### src/common/pmrc_pkg.sv
// Constants and types for the power mode and reset controller.
// Assumes a single 10 MHz system clock; all times are derived from its period.
package pmrc_pkg;
	localparam int unsigned CLK_PERIOD_NS      = 100;
	// Longest times round down
	localparam int unsigned T_SHALLOW_WAKE_NS  = 7000;
	localparam int unsigned SHALLOW_WAKE_CYC   = T_SHALLOW_WAKE_NS / CLK_PERIOD_NS;
	localparam int unsigned T_DEEP_WAKE_NS     = 70000;
	localparam int unsigned DEEP_WAKE_CYC      = T_DEEP_WAKE_NS / CLK_PERIOD_NS;
	// Least times round up
	localparam int unsigned T_CLK_SETTLE_NS    = 60000;
	localparam int unsigned CLK_SETTLE_CYC     = (T_CLK_SETTLE_NS + CLK_PERIOD_NS - 1) / CLK_PERIOD_NS;
	localparam int unsigned T_OSC_SETTLE_MS    = 2000;
	localparam int unsigned OSC_SETTLE_CYC     = T_OSC_SETTLE_MS * (1000000 / CLK_PERIOD_NS);
	localparam int unsigned T_WDOG_MS          = 1000;
	localparam int unsigned WDOG_TIMEOUT_CYC   = T_WDOG_MS * (1000000 / CLK_PERIOD_NS);
	localparam int unsigned CORE_RST_CYC       = 16;
	localparam int unsigned RTC_REF_HZ         = 32768;
	localparam int unsigned RTC_SUB_W          = $clog2(RTC_REF_HZ);
	localparam int unsigned NUM_GPIO           = 16;
	localparam int unsigned SETTLE_W           = 10;
	localparam logic [5:0]  SEC_MAX            = 6'h3B;
	localparam logic [5:0]  MIN_MAX            = 6'h3B;
	localparam logic [4:0]  HOUR_MAX           = 5'h17;
	// Synchroniser lanes
	localparam int unsigned SY_RESET_N         = 0;
	localparam int unsigned SY_BOOT            = 1;
	localparam int unsigned SY_RTC_REF         = 2;
	localparam int unsigned SY_SER_WAKE        = 3;
	localparam int unsigned SY_GPIO_A          = 4;
	localparam int unsigned SY_GPIO_B          = SY_GPIO_A + NUM_GPIO;
	localparam int unsigned SYNC_W             = SY_GPIO_B + NUM_GPIO;

	typedef enum logic [3:0]
	{
		ST_ACTIVE  = 4'h1,
		ST_SHALLOW = 4'h2,
		ST_DEEP    = 4'h4,
		ST_WAKE    = 4'h8
	} pmrc_state_t;

	typedef struct packed
	{
		logic [15:0] day;
		logic [4:0]  hour;
		logic [5:0]  min;
		logic [5:0]  sec;
	} pmrc_time_t;

	typedef struct packed
	{
		logic serial;
		logic gpio;
		logic rtc;
		logic radio;
	} pmrc_wake_t;
endpackage

### src/pmrc_top.sv
// Power mode and reset controller: shallow/deep sleep, wake, reset causes, boot select.
// Assumes pins are asynchronous to CLOCK; core, radio and config inputs are CLOCK-synchronous.
// Overview of operation
// RULE_01 - Shallow sleep stops the core, clocks run, core resumes within 7 us.
// RULE_02 - Shallow sleep is entered and left automatically with no software action.
// RULE_03 - Deep sleep turns off system clocks, peripherals and the serial port.
// RULE_04 - Deep sleep ends on serial wake, GPIO interrupt, RTC event or radio event.
// RULE_05 - After deep wake, clocks settle first; operational within 70 us.
// RULE_06 - RAM contents are kept in every power state.
// RULE_07 - The RTC runs in every state and can always raise a wake.
// RULE_08 - RTC offers periodic and programmed-time wakes, calendar and sub-second count.
// RULE_09 - Clocks derive from 32.768 kHz reference, allowed two seconds to settle.
// RULE_10 - Core resets on reset pin low, power-up reset or watchdog expiry.
// RULE_11 - Boot select high at reset release gives recovery mode; low gives normal boot.
// RULE_12 - GPIO interrupt number may be enabled on one port only, never both. The code accepts both and masks port B where port A is enabled.
// RULE_13 - Host should use RTS/CTS flow control on the serial link.
// RULE_14 - After wake command, host waits for ready or the maximum wake delay.
`timescale 1ns/10ps
`default_nettype none
module pmrc_top
	import pmrc_pkg::*;
#(
	parameter int unsigned OSC_CYC  = OSC_SETTLE_CYC,
	parameter int unsigned WDOG_CYC = WDOG_TIMEOUT_CYC
)
(
	input  wire logic                CLOCK,
	input  wire logic                RST,
	input  wire logic                EXT_RESET_N,
	input  wire logic                BOOT_SELECT_PIN,
	input  wire logic                RTC_REF,
	input  wire logic                SERIAL_WAKE,
	input  wire logic [NUM_GPIO-1:0] GPIO_PORT_A,
	input  wire logic [NUM_GPIO-1:0] GPIO_PORT_B,
	input  wire logic [NUM_GPIO-1:0] GPIO_IRQ_EN_A,
	input  wire logic [NUM_GPIO-1:0] GPIO_IRQ_EN_B,
	input  wire logic                RADIO_EVENT,
	input  wire logic                CORE_IRQ,
	input  wire logic                CORE_IDLE,
	input  wire logic                DEEP_SLEEP_REQ,
	input  wire logic                WDOG_KICK,
	input  wire logic                ALARM_EN,
	input  wire pmrc_time_t          ALARM_TIME,
	input  wire logic                PERIOD_EN,
	input  wire logic [15:0]         PERIOD_SEC,
	output logic                     CORE_RESET,
	output logic                     RECOVERY_MODE,
	output logic                     CORE_RUN,
	output logic                     SYS_CLK_EN,
	output logic                     PERIPH_PWR_EN,
	output logic                     UART_EN,
	output logic                     RAM_RETAIN,
	output logic                     READY,
	output pmrc_wake_t               WAKE_CAUSE,
	output pmrc_time_t               RTC_NOW
);
	logic [SYNC_W-1:0]     sync1_q;
	logic [SYNC_W-1:0]     sync2_q;
	logic                  ref_prev_q;
	logic                  ref_tick;
	logic                  rtc_wake;
	logic [NUM_GPIO-1:0]   en_b_eff;
	logic                  gpio_irq;
	logic                  wake_any;
	pmrc_wake_t            cause_now;
	logic [31:0]           osc_cnt_q;
	logic [31:0]           osc_cnt_d;
	logic                  osc_done;
	logic [31:0]           wdog_q;
	logic [31:0]           wdog_d;
	logic                  wdog_exp;
	logic [4:0]            crst_q;
	logic [4:0]            crst_d;
	logic                  core_rst_q;
	logic                  core_rst_d;
	logic                  recovery_q;
	logic                  recovery_d;
	logic                  rst_cause;
	pmrc_state_t           state_q;
	pmrc_state_t           state_d;
	logic [SETTLE_W-1:0]   settle_q;
	logic [SETTLE_W-1:0]   settle_d;
	pmrc_wake_t            cause_q;
	pmrc_wake_t            cause_d;

	// Pins pass two flops; only the second stage is read
	always_ff @(posedge CLOCK or posedge RST)
	begin
		if (RST)
		begin
			sync1_q    <= '0;
			sync2_q    <= '0;
			ref_prev_q <= 1'b0;
		end
		else
		begin
			sync1_q    <= {GPIO_PORT_B, GPIO_PORT_A, SERIAL_WAKE, RTC_REF, BOOT_SELECT_PIN, EXT_RESET_N};
			sync2_q    <= sync1_q;
			ref_prev_q <= sync2_q[SY_RTC_REF];
		end
	end

	assign ref_tick = sync2_q[SY_RTC_REF] && !ref_prev_q; // RULE_09

	// RTC is never gated by the power state
	pmrc_rtc u_rtc
	(
		.clk        (CLOCK),
		.rst        (RST),
		.ref_tick   (ref_tick),
		.alarm_en   (ALARM_EN),
		.alarm_time (ALARM_TIME),
		.period_en  (PERIOD_EN),
		.period_sec (PERIOD_SEC),
		.now_q      (RTC_NOW),
		.sub_q      (),
		.wake_q     (rtc_wake)
	);

	// Port A wins a shared number, so B is masked where A is enabled
	assign en_b_eff = GPIO_IRQ_EN_B & ~GPIO_IRQ_EN_A; // RULE_12
	assign gpio_irq = |(sync2_q[SY_GPIO_A +: NUM_GPIO] & GPIO_IRQ_EN_A)
	                | |(sync2_q[SY_GPIO_B +: NUM_GPIO] & en_b_eff);

	assign cause_now.serial = sync2_q[SY_SER_WAKE];
	assign cause_now.gpio   = gpio_irq;
	assign cause_now.rtc    = rtc_wake;
	assign cause_now.radio  = RADIO_EVENT;
	assign wake_any         = |cause_now; // RULE_04

	// Reset causes, watchdog and reference settle
	assign osc_done  = osc_cnt_q >= OSC_CYC; // RULE_09
	assign wdog_exp  = !core_rst_q && wdog_q >= WDOG_CYC - 1;
	assign rst_cause = !sync2_q[SY_RESET_N] || wdog_exp || !osc_done; // RULE_10

	always_comb
	begin
		osc_cnt_d  = osc_done ? osc_cnt_q : osc_cnt_q + 32'h00000001;
		// Watchdog count clears to zero while the core is asleep or held in reset
		if (core_rst_q || WDOG_KICK || state_q != ST_ACTIVE || wdog_exp)
			wdog_d = 32'h00000000;
		else
			wdog_d = wdog_q + 32'h00000001;
		// Stretch so a one-cycle cause still gives a clean core reset
		if (rst_cause)
			crst_d = 5'(CORE_RST_CYC);
		else if (crst_q != 5'h00)
			crst_d = crst_q - 5'h01;
		else
			crst_d = crst_q;
		core_rst_d = rst_cause || crst_d != 5'h00; // RULE_10
		recovery_d = recovery_q;
		if (core_rst_q && !core_rst_d)
			recovery_d = sync2_q[SY_BOOT]; // RULE_11
	end

	always_ff @(posedge CLOCK or posedge RST)
	begin
		if (RST)
		begin
			osc_cnt_q  <= 32'h00000000;
			wdog_q     <= 32'h00000000;
			crst_q     <= 5'(CORE_RST_CYC);
			core_rst_q <= 1'b1;
			recovery_q <= 1'b0;
		end
		else
		begin
			osc_cnt_q  <= osc_cnt_d;
			wdog_q     <= wdog_d;
			crst_q     <= crst_d;
			core_rst_q <= core_rst_d;
			recovery_q <= recovery_d;
		end
	end

	// Power state machine
	always_comb
	begin
		state_d  = state_q;
		settle_d = settle_q;
		cause_d  = cause_q;
		case (state_q)
			ST_ACTIVE:
			begin
				if (!core_rst_q && CORE_IDLE)
				begin
					if (DEEP_SLEEP_REQ)
					begin
						state_d = ST_DEEP; // RULE_03
						cause_d = '0;
					end
					else
						state_d = ST_SHALLOW; // RULE_02
				end
			end
			ST_SHALLOW:
			begin
				if (wake_any || CORE_IRQ)
					state_d = ST_ACTIVE; // RULE_01
			end
			ST_DEEP:
			begin
				if (wake_any)
				begin
					state_d  = ST_WAKE; // RULE_04
					settle_d = '0;
					cause_d  = cause_now;
				end
			end
			ST_WAKE:
			begin
				// Settle time sits inside the maximum wake delay
				if (settle_q == SETTLE_W'(CLK_SETTLE_CYC - 1))
					state_d = ST_ACTIVE; // RULE_05
				else
					settle_d = settle_q + 1'b1;
			end
			default:
				state_d = ST_ACTIVE;
		endcase
		if (core_rst_q)
			state_d = ST_ACTIVE;
	end

	always_ff @(posedge CLOCK or posedge RST)
	begin
		if (RST)
		begin
			state_q  <= ST_ACTIVE;
			settle_q <= '0;
			cause_q  <= '0;
		end
		else
		begin
			state_q  <= state_d;
			settle_q <= settle_d;
			cause_q  <= cause_d;
		end
	end

	assign CORE_RESET    = core_rst_q;
	assign RECOVERY_MODE = recovery_q;
	assign CORE_RUN      = state_q == ST_ACTIVE && !core_rst_q; // RULE_01
	assign SYS_CLK_EN    = state_q != ST_DEEP; // RULE_03
	assign PERIPH_PWR_EN = state_q != ST_DEEP;
	assign UART_EN       = state_q == ST_ACTIVE || state_q == ST_SHALLOW; // RULE_03
	// Retention supply never drops, so memory needs no reload on wake
	assign RAM_RETAIN    = 1'b1; // RULE_06
	// Serves as the host's go-ahead after a wake command
	assign READY         = UART_EN && !core_rst_q; // RULE_14
	assign WAKE_CAUSE    = cause_q;

	localparam int A_SHW = SHALLOW_WAKE_CYC;
	localparam int A_DPW = DEEP_WAKE_CYC;
endmodule
`default_nettype wire

### src/pmrc_rtc.sv
// Always-on real-time clock: sub-second counter, calendar, alarm and periodic wake.
// Assumes ref_tick is a one-cycle pulse per reference oscillator period, never gated.
`timescale 1ns/10ps
`default_nettype none
module pmrc_rtc
	import pmrc_pkg::*;
(
	input  wire logic                 clk,
	input  wire logic                 rst,
	input  wire logic                 ref_tick,
	input  wire logic                 alarm_en,
	input  wire pmrc_time_t           alarm_time,
	input  wire logic                 period_en,
	input  wire logic [15:0]          period_sec,
	output pmrc_time_t                now_q,
	output logic [RTC_SUB_W-1:0]      sub_q,
	output logic                      wake_q
);
	pmrc_time_t             now_d;
	logic [RTC_SUB_W-1:0]   sub_d;
	logic [15:0]            per_q;
	logic [15:0]            per_d;
	logic                   wake_d;
	logic                   sec_tick;

	function automatic pmrc_time_t next_time(input pmrc_time_t t);
		pmrc_time_t n;
		n = t;
		if (t.sec != SEC_MAX)
			n.sec = t.sec + 6'h01;
		else
		begin
			n.sec = 6'h00;
			if (t.min != MIN_MAX)
				n.min = t.min + 6'h01;
			else
			begin
				n.min = 6'h00;
				if (t.hour != HOUR_MAX)
					n.hour = t.hour + 5'h01;
				else
				begin
					n.hour = 5'h00;
					n.day  = t.day + 16'h0001;
				end
			end
		end
		return n;
	endfunction

	assign sec_tick = ref_tick && (&sub_q);

	always_comb
	begin
		sub_d  = ref_tick ? sub_q + 1'b1 : sub_q; // RULE_07
		now_d  = sec_tick ? next_time(now_q) : now_q; // RULE_08
		per_d  = per_q;
		wake_d = 1'b0;
		if (sec_tick && alarm_en && next_time(now_q) == alarm_time)
			wake_d = 1'b1; // RULE_08
		if (sec_tick && period_en && period_sec != 16'h0000)
		begin
			if (per_q >= period_sec - 16'h0001)
			begin
				per_d  = 16'h0000;
				wake_d = 1'b1; // RULE_08
			end
			else
				per_d = per_q + 16'h0001;
		end
	end

	always_ff @(posedge clk or posedge rst)
	begin
		if (rst)
		begin
			sub_q  <= '0;
			now_q  <= '0;
			per_q  <= 16'h0000;
			wake_q <= 1'b0;
		end
		else
		begin
			sub_q  <= sub_d;
			now_q  <= now_d;
			per_q  <= per_d;
			wake_q <= wake_d;
		end
	end
endmodule
`default_nettype wire

### config.mk
export PLATFORM = sky130hd
export DESIGN_NAME = pmrc_top
export DESIGN_NICKNAME = d
export VERILOG_FILES = /design/src/common/pmrc_pkg.sv /design/src/pmrc_top.sv /design/src/pmrc_rtc.sv
export SDC_FILE = /design/constraint.sdc
export NUM_CORES = 1
export LEC_CHECK = 0
export ABC_AREA = 0
export BUFFER_PORTS_ARGS = -buffer_cell sky130_fd_sc_hd__buf_2
export CORE_ASPECT_RATIO = 1.1
export CORE_MARGIN = 10
export CORE_UTILIZATION = 25
export CTS_CLUSTER_DIAMETER = 120
export DETAILED_ROUTE_END_ITERATION = 10
export RECOVER_POWER = 100
export SYNTH_ARGS = -nofsm -noshare
export SYNTH_HDL_FRONTEND = slang
export SYNTH_HIERARCHICAL = 1
export SYNTH_SLANG_ARGS = --single-unit
export TNS_END_PERCENT = 100
### constraint.sdc
create_clock -name CLOCK -period 14.4 [get_ports CLOCK]
set_input_delay 0.72 -clock CLOCK [delete_from_list [all_inputs] [get_ports CLOCK]]
set_output_delay 0.72 -clock CLOCK [all_outputs]
set_load 0.02 [all_outputs]
# [After elaboration in Yosys (flattened, before gate mapping)]
# Index checks and enable logic that the tools add are counted.
[word_totals] ff_bits=227 latchBits=0 ram_bits=0 romBits=0 input_bits=126 out_inout_bits=45 mem_count=0
[classes] add_sub_neg=11 multipliers=0 div=0 magnitude_cmp=3 eq_ne=19 shift=0 mux=27 n_bitwise=5 n_reduce_logical=36
[ops] cell="adder 32 x 1 -> 32 bit, second input constant" n=2
[ops] cell="AND 16 bit" n=3
[ops] cell="== test 33 bit" n=1
[ops] cell="adder 16 x 1 -> 16 bit, second input constant" n=2
[ops] cell=">= comparator 32 x 24 -> 1 bit, second input constant" n=1
[ops] cell=">= comparator 32 x 25 -> 1 bit, second input constant" n=1
[ops] cell="2-to-1 mux 16 bit" n=2
[ops] cell="2-to-1 mux 32 bit" n=1
[ops] cell="2-to-1 mux 4 bit" n=8
[ops] cell="OR reduction 16 bit" n=2
[ops] cell="2-to-1 mux 27 bit" n=1
[ops] cell="2-to-1 mux 21 bit" n=1
[ops] cell="2-to-1 mux 10 bit" n=2
[ops] cell="one-hot mux 10 bit (2 select lines)" n=1
[ops] cell=">= comparator 16 bit" n=1
[ops] cell="inverter 16 bit" n=1
[ops] cell="one-hot mux 4 bit (4 select lines)" n=1
[ops] cell="nonzero test 16 bit" n=1
[ops] cell="subtractor 16 x 1 -> 16 bit, second input constant" n=1
[ops] cell="adder 15 x 1 -> 15 bit, second input constant" n=1
[ops] cell="2-to-1 mux 5 bit" n=3
[ops] cell="AND reduction 15 bit" n=1
[ops] cell="adder 6 x 1 -> 6 bit, second input constant" n=2
[ops] cell="2-to-1 mux 6 bit" n=2
[ops] cell="other kinds (26)" n=59

# [Longest topological paths before layout]
# Gate-level depths: netlist of the first run.
[depth] word_depth=10 ltp_mapped=14

# [Cells and area by module]
# Netlist of the first run, hierarchy kept.
[modules_own_cells] module="pmrc_top" n_inst=1 cells_each=521 area_per_inst_um2=6293.5 seq_area_each_um2=4057.6
[modules_own_cells] module="pmrc_rtc" n_inst=1 cells_each=536 area_per_inst_um2=4825.9 seq_area_each_um2=1626.6

# [Least setup slack after synthesis of the first run]
# OpenSTA, ideal clock, no wires.
[synth_path] kind="input to register" startpoint="input PERIOD_SEC[1]" endpoint="register u_rtc.per_q[10]" setup_ns=0.073 t_arrival_ns=3.295 required_ns=14.327 path_slack_ns=11.032 cell_stages=14 path_cell_list="nor3_1 -> nand2b_1 -> or3_1 -> clkbuf_1 -> nor4_1 -> xnor2_1 -> ha_1 -> a21o_1 -> a21o_1 -> a21oi_1 -> o21ai_0 -> a21oi_2 -> nor2_1 -> nor2_1"
[synth_via] elab_chain_cells=3 word_cells_on_any_way=5 classes_between="add/sub (1); order compare (1); mux (1); reduce/logical (2)"
[synth_lines] item="from (decl)" line_no="pmrc_top.sv:45" rtl="input wire logic [15:0] PERIOD_SEC,"
[synth_lines] item="subtractor 16 x 1 -> 16 bit" line_no="pmrc_rtc.sv:63" rtl="if (per_q >= period_sec - 16'h0001)"
[synth_lines] item=">= comparator 16 bit" line_no="pmrc_rtc.sv:63"
[synth_lines] item="2-to-1 mux 16 bit" line_no="pmrc_rtc.sv:63"
[synth_lines] item="to (signal assigned)" line_no="pmrc_rtc.sv:86" rtl="per_q <= per_d;"
[synth_lines] item="to (decl)" line_no="pmrc_rtc.sv:21" rtl="logic [15:0] per_q;"
# Parallel ways exist; a longest one is shown, timed or not.
# A chain may end at the register's enable or synchronous reset.

==> metrics.yaml, run 1 <==
status: "complete, but fails checks"
violations: "max-capacitance violations, max-slew violations"
final_area_um2: 13350
async_flop_share_pct: 100.0
grt_usage_pct: 10.31
synthTopCellsByArea: "dfrtp_1 50%, xnor2_1 7.6%, xor2_1 3.8%, ha_1 3.2%, nor2_1 3.1%"
period_needed_ns: 5.848
path_class: "in -> async"
min_period_over_period_pct: 40.61
avgViaCountPerCell: 4.594
nets: 1385
power_density_nw_per_um2: 107.3
synth_xor_area_share_pct: 11.42
swShare_pct: 23.41
synth_top_cell_by_area: "dfrtp_1"
synth.mux.area_fraction_pct: 1.620
insertion_delay_ns: 0.56
hold_buffers: 0
drc: 0
syn_area_um2: 11120
hold_viol: 0
cap_violations: 4
num_antenna_cells: 0
clkPwrFrac_pct: 47.9
slew_violations: 256
post-place-ws_ns: 10.40
clock-skew-final_ns: 0.02623
synth_simple_gate_area_share_pct: 21.48
slowest_stage: "clkbuf_1"
combinationalPowerShare_pct: 5.0
synth_edf_count: 0
path_cells: "clkbuf_1, clkinvlp_2, clkbuf_1"
synth_adder_area_share_pct: 3.151
utilization_pct: 30.59
start_util_pct: 25.48
ctsResizeCount: 0
wire_per_inst_um: 15.33
clk_transition_reported_paths_ns: 0.06
worstSetupEndpointType: "async pin"
cp-start-kind: "input pin"
synth_top_family_by_area: "simple AND/OR/NAND/NOR gates"
post_cts_buffers: 0
htree_levels: 1
synth_compound_area_share_pct: 8.225
synthFlopType: "dfrtp_1"
p_sw_uw: 335.3
yosysMostFrequentCell: "dfrtp_1"
p_leak_uw: 0.005720
syn_to_final_growth_pct: 20.05
io_buffers: 169
drtIter0Drc: 496
clock.fmax_ghz: 0.1710
ir_drop_v: 0.00007565
total_power_uw: 1432
gp_congestion: 0.8547
num_vias: 8389
ys_seq_area_share_pct: 51.12
die_w_um: 221.1
antenna_found_initial: 1
die_h_um: 241.2
setup_ws_ns: 8.552
power_frac_seq_pct: 47.1
setup_tns_ns: 0
wirelength_um: 27990
die_area_um2: 53320
grt_pass1_vias: 8987
num_rows: 80
synth_cells: 1057
r2r_cells: 7
hpwl_um: 20770
grt_overflow: 0
p_int_uw: 1097
cts.sink_count: 227
cts_tree: "built"
synthTopCellsByCount: "224 x dfrtp_1, 97 x xnor2_1, 93 x nor2_1"
yosysWarningCount: 6
synth_top_area_share_pct: 50.41
critical-path-max-stage-delay_ns: 2.48
drive_above_1_share_pct: 16.61
syn_avg_cell_area_um2: 10.52
io_pins: 171
clk_path_buf_depth: 3
setup_viol: 0
ys_ff_latch: 227
numCtsBuffers: 27
path_max_fanout: 97
grt_pass1_wl_um: 46290
fp.coreArea_um2: 43640
postPlaceCellArea_um2: 12530
seq_area_um2: 5684
synth_cell_type_count: 78
cts-root-buf: "clkbuf_16"
drt-pass1-iter-count: 5
ant_nets: 0
multi_input_area_um2: 5122
cp_common_cell: "clkbuf_1"
rsz0062_at_grt: "no"
hold-path-cell-count: 1
tightest_slew_ns: 4.242
nFillCells: 4571
hold_class: "in -> reg"
worstPathArrival_ns: 5.77
crit_required_ns: 14.32
slew_headroom_pct: -184.4
grt_max_degree: 98
==> through the flow <==
step / hold slack, ns / instances
after floorplan: 0.3312 / 1064
after global placement: 0.3317 / 1776
after detailed placement: 0.3347 / 1776
after CTS: 0.2342 / 1826
after global routing: 0.2351 / 1826
final: 0.2647 / 1826
==> power by group through the flow <==
stage                     combinational, µW  sequential (µW)  clock, µW
after detailed placement               74.5              686          0
after floorplan                        41.2              682          0
final                                  71.9              675        685
after global placement                 72.2              685          0
after CTS                              74.5              675        708
after global routing                   83.7              678        736
==> worst paths after layout <==
check	startpoint	endpoint	slack [ns]
min in group asynchronous	RST	sync1_q[2]$_DFF_PP0_	1.43
min reg2reg	sync1_q[9]$_DFF_PP0_	sync2_q[9]$_DFF_PP0_	0.34
max reg2reg	ref_prev_q$_DFF_PP0_	u_rtc/wake_q$_DFF_PP0_	10.52
max in group CLOCK	ref_prev_q$_DFF_PP0_	u_rtc/wake_q$_DFF_PP0_	10.52
min	GPIO_PORT_B[10]	sync1_q[30]$_DFF_PP0_	0.26
max	RST	sync2_q[14]$_DFF_PP0_	8.55
==> flip-flops by register name, indices dropped and copies added (netlist names) <==
signal         count
sync1_q           36
sync2_q           36
u_rtc/now_q       33
osc_cnt_q         32
wdog_q            32
u_rtc/per_q       16
u_rtc/sub_q       15
settle_q          10
crst_q             5
WAKE_CAUSE         4
state_q            4
CORE_RESET         1
RECOVERY_MODE      1
ref_prev_q         1
u_rtc/wake_q       1
==> worst max-delay path, delay by kind of cell <==
family | cells | cell delay [ns]
buf+inv | 3 | 4.92
==> routing by layer <==
metal	vias to the layer above	track usage [%]	routed length (µm)
met5	-	0	0
met4	0	2.990	579
met3	43	2.299	1475
met2	207	18.57	13980
met1	4058	12.03	11960
li1	4081	-	-
==> area by class of cell <==
class | count | area share, %
inverters | 28 | 0.7967
flip-flops and latches | 227 | 42.58
clock inverters | 17 | 1.247
repair buffers | 174 | 6.092
multi-input cells | 773 | 38.37
clock buffers | 33 | 5.530
well taps | 574 | 5.380
==> kinds of logic (layout without fill, tap and decap cells) <==
family | count (synthesis) | after routing
compound gates | 136 | 136
xor+xnor | 145 | 145
fa+ha+maj | 28 | 28
buf+inv | 64 | 252
flops | 227 | 227
mux | 17 | 17
other cells | 2 | 9
simple gates | 438 | 438
==> layout by cell type, fill, tap and decap left out, drive strengths merged, types with 4 or more instances in the layout <==
cell       n
xor2      48
nand3     53
mux2i      9
a21oi     23
nor3      30
a211oi    10
or3        8
mux2       8
nor4b      4
a21o       9
dfrtp    224
and3      22
nand3b    17
nand4b     5
nand4     44
o31ai      7
ha        28
inv       28
conb       9
and2      12
o21ai     38
buf      126
a22oi      8
o2111ai    6
nand2     83
nor4      20
clkinv    12
nor2b      8
nor3b      5
clkbuf    81
o21bai     4
xnor2     97
nand2b     8
a31oi      8
nor2      94
and4      11
Power figures use the tool's default switching activity.
==> run 2: changes to the inputs <==
==> constraint.sdc (replaced) <==
create_clock -name CLOCK -period 5.1 [get_ports CLOCK]
set_input_delay 0.255 -clock CLOCK [delete_from_list [all_inputs] [get_ports CLOCK]]
set_output_delay 0.255 -clock CLOCK [all_outputs]
set_load 0.02 [all_outputs]
==> metrics.yaml, run 2 (synthesized netlist as in run 1, its figures left out) <==
wire_per_inst_um: 15.10  # -1.5%
die_h_um: 241.2  # unchanged
cp.buffers_inverters: 0  # -3
rsz0062_at_grt: "no"
htree_levels: 1  # unchanged
numCtsBuffers: 29  # +7.4%
num_rows: 80  # unchanged
wl_met2_um: 14060  # +0.58%
violations: "max-capacitance violations, max-slew violations"
combinationalPowerShare_pct: 5.5  # +0.5 points
io_pins: 171  # unchanged
mostFrequentLayoutCells: "224 x dfrtp_1, 124 x buf_2, 97 x xnor2_1"
slowest_stage: "nor3_1"
grt_overflow: 0  # unchanged
setup_tns_ns: 0  # unchanged
r2r_cells: 7  # unchanged
cts_tree: "built"
clkPwrFrac_pct: 49.9  # +2.0 points
clock.fmax_ghz: 0.2627
grt_max_degree: 66  # -33%
utilization_pct: 31.77  # +1.2 points
top_regs: "sync1_q x36, sync2_q x36, u_rtc/now_q x33"
drive_above_1_share_pct: 16.42  # -0.19 points
dr.max_layer_used: "met4"
swShare_pct: 24.51  # +1.1 points
cp.depth: 7  # +4
hold-path-cell-count: 3  # +2
worstPathArrival_ns: 4.23  # -1.54 ns
power_frac_seq_pct: 44.6  # -2.5 points
tightest_slew_ns: 2.634  # -1.609 ns
ctsResizeCount: 0  # unchanged
clock-skew-final_ns: 0.01556  # -0.01067 ns
syn_to_final_growth_pct: 24.70
cp_top_family: "simple AND/OR/NAND/NOR gates"
dp.cells: 1777  # +0.056%
gp_congestion: 0.8849  # +3.5%
cap_violations: 3  # -1
drt-pass1-iter-count: 5  # unchanged
wirelength_um: 28310  # +1.2%
p_sw_uw: 1046  # +210%
min_period_over_period_pct: 74.63
hold_viol: 0  # unchanged
period_needed_ns: 3.806
worstSetupEndpointType: "register"
wl_met1_um: 11930  # -0.20%
clk_path_buf_depth: 3  # unchanged
setup_viol: 0  # unchanged
drc: 0  # unchanged
total_power_uw: 4266  # +200%
grt_usage_pct: 10.32  # about the same
layout_commonest_cell: "dfrtp_1"
path_cells: "nor2b_1, nand4_1, nor3_1, and2_0, o211ai_1, nor2_1, nor2_1"
crit_required_ns: 5.52  # -8.80 ns
drtIter0Drc: 504  # +1.6%
p_leak_uw: 0.005926  # +3.6%
path_class: "reg -> reg"
avgViaCountPerCell: 4.580  # -0.31%
grt_pass1_vias: 8859  # -1.4%
slew_violations: 72  # -72%
p_int_uw: 3220  # +190%
critical-path-max-stage-delay_ns: 0.80  # -1.68 ns
grt_pass1_wl_um: 46310  # about the same
cts-root-buf: "clkbuf_16"
io_buffers: 169  # unchanged
hpwl_um: 20500  # -1.3%
slew_headroom_pct: -77.44  # +110 points
hold_class: "in -> reg"
path_max_fanout: 11  # -89%
start_util_pct: 25.48  # unchanged
antenna_found_initial: 3  # +2
insertion_delay_ns: 0.57  # about the same
power_density_nw_per_um2: 307.6  # +190%
clk_transition_reported_paths_ns: 0.06  # about the same
cp-start-kind: "register"
fp.coreArea_um2: 43640  # unchanged
ir_drop_v: 0.0002356  # +210%
fin_cells: 1875  # +2.7%
status: "complete, but fails checks"
cp_common_cell: "nor2_1"
num_vias: 8587  # +2.4%
cts.sink_count: 227  # unchanged
wl_met3_um: 1711  # +16%
ant_nets: 0  # unchanged
nets: 1428  # +3.1%
die_area_um2: 53320  # unchanged
die_w_um: 221.1  # unchanged
==> run 2: changes by cell type in the layout (fill, tap and decap cells not counted), sizes merged <==
cell,delta
diode,+4
clkbuf,-1
dlygate4sd3,+40
clkinvlp,+3
clkinv,-5
inv,+7
bufinv,+1
==> run 2: worst paths after layout <==
kind	endpoint	slack, ns	start
max	u_rtc/per_q[14]$_DFFE_PP0P_	1.29	sync2_q[2]$_DFF_PP0_
min	state_q[0]$_DFFE_PP1P_	0.11	CORE_IDLE
max reg2reg	u_rtc/per_q[14]$_DFFE_PP0P_	1.29	sync2_q[2]$_DFF_PP0_
min reg2reg	sync2_q[28]$_DFF_PP0_	0.34	sync1_q[28]$_DFF_PP0_
max in group asynchronous	sync1_q[11]$_DFF_PP0_	2.08	RST
min in group asynchronous	u_rtc/per_q[1]$_DFFE_PP0P_	0.52	RST
==> run 2: power by group through the flow <==
stage          registers, µW  clock network [µW]  logic, µW
2_1_floorplan           1930                   0        116
3_3_place_gp            1930                   0        205
3_5_place_dp            1940                   0        213
4_1_cts                 1900                2210        240
5_1_grt                 1910                2280        263
6_report                1900                2130        233
==> run 2: worst register-to-register path, cell delays in order, from the launching register on <==
cell and delay, ns:
dfrtp_1 0.34, nor2b_1 0.40, nand4_1 0.26, nor3_1 0.80, and2_0 0.62, o211ai_1 0.53, nor2_1 0.61, nor2_1 0.11
==> run 2: repair_timing <==
item,in CTS,in global routing
hold buffers,40,0
buffers inserted,0,0
hold endpoints to repair,83,0
==> run 2: metal layers <==
| metal | track usage (%) | vias to the layer above |
|---|---|---|
| li1 | - | 4186 |
| met1 | 11.93 | 4160 |
| met2 | 18.14 | 193 |
| met3 | 3.025 | 48 |
| met4 | 3.052 | 0 |
| met5 | 0 | - |
==> run 2: layout make-up <==
cell class                      instances  area [µm²]
Timing Repair Buffer                  215        1222
Sequential cell                       227        5684
Fill cell                            4527       29780
Multi-Input combinational cell        773        5114
Clock inverter                         23       267.8
Tap cell                              574       718.2
Clock buffer                           31       743.2
Inverter                               28       106.4
Antenna cell                            4       10.01
==> run 2: stage by stage <==
stage / hold slack [ns] / setup WS [ns] / cell area, µm²
5_1_grt: 0.1032 / 0.7963 / 13860
3_5_place_dp: 0.3199 / 1.580 / 12540
4_1_cts: 0.07298 / 1.641 / 13950
3_3_place_gp: 0.3162 / 1.707 / 12540
6_report: 0.1142 / 1.294 / 13870
2_1_floorplan: 0.2864 / 0.4733 / 11150
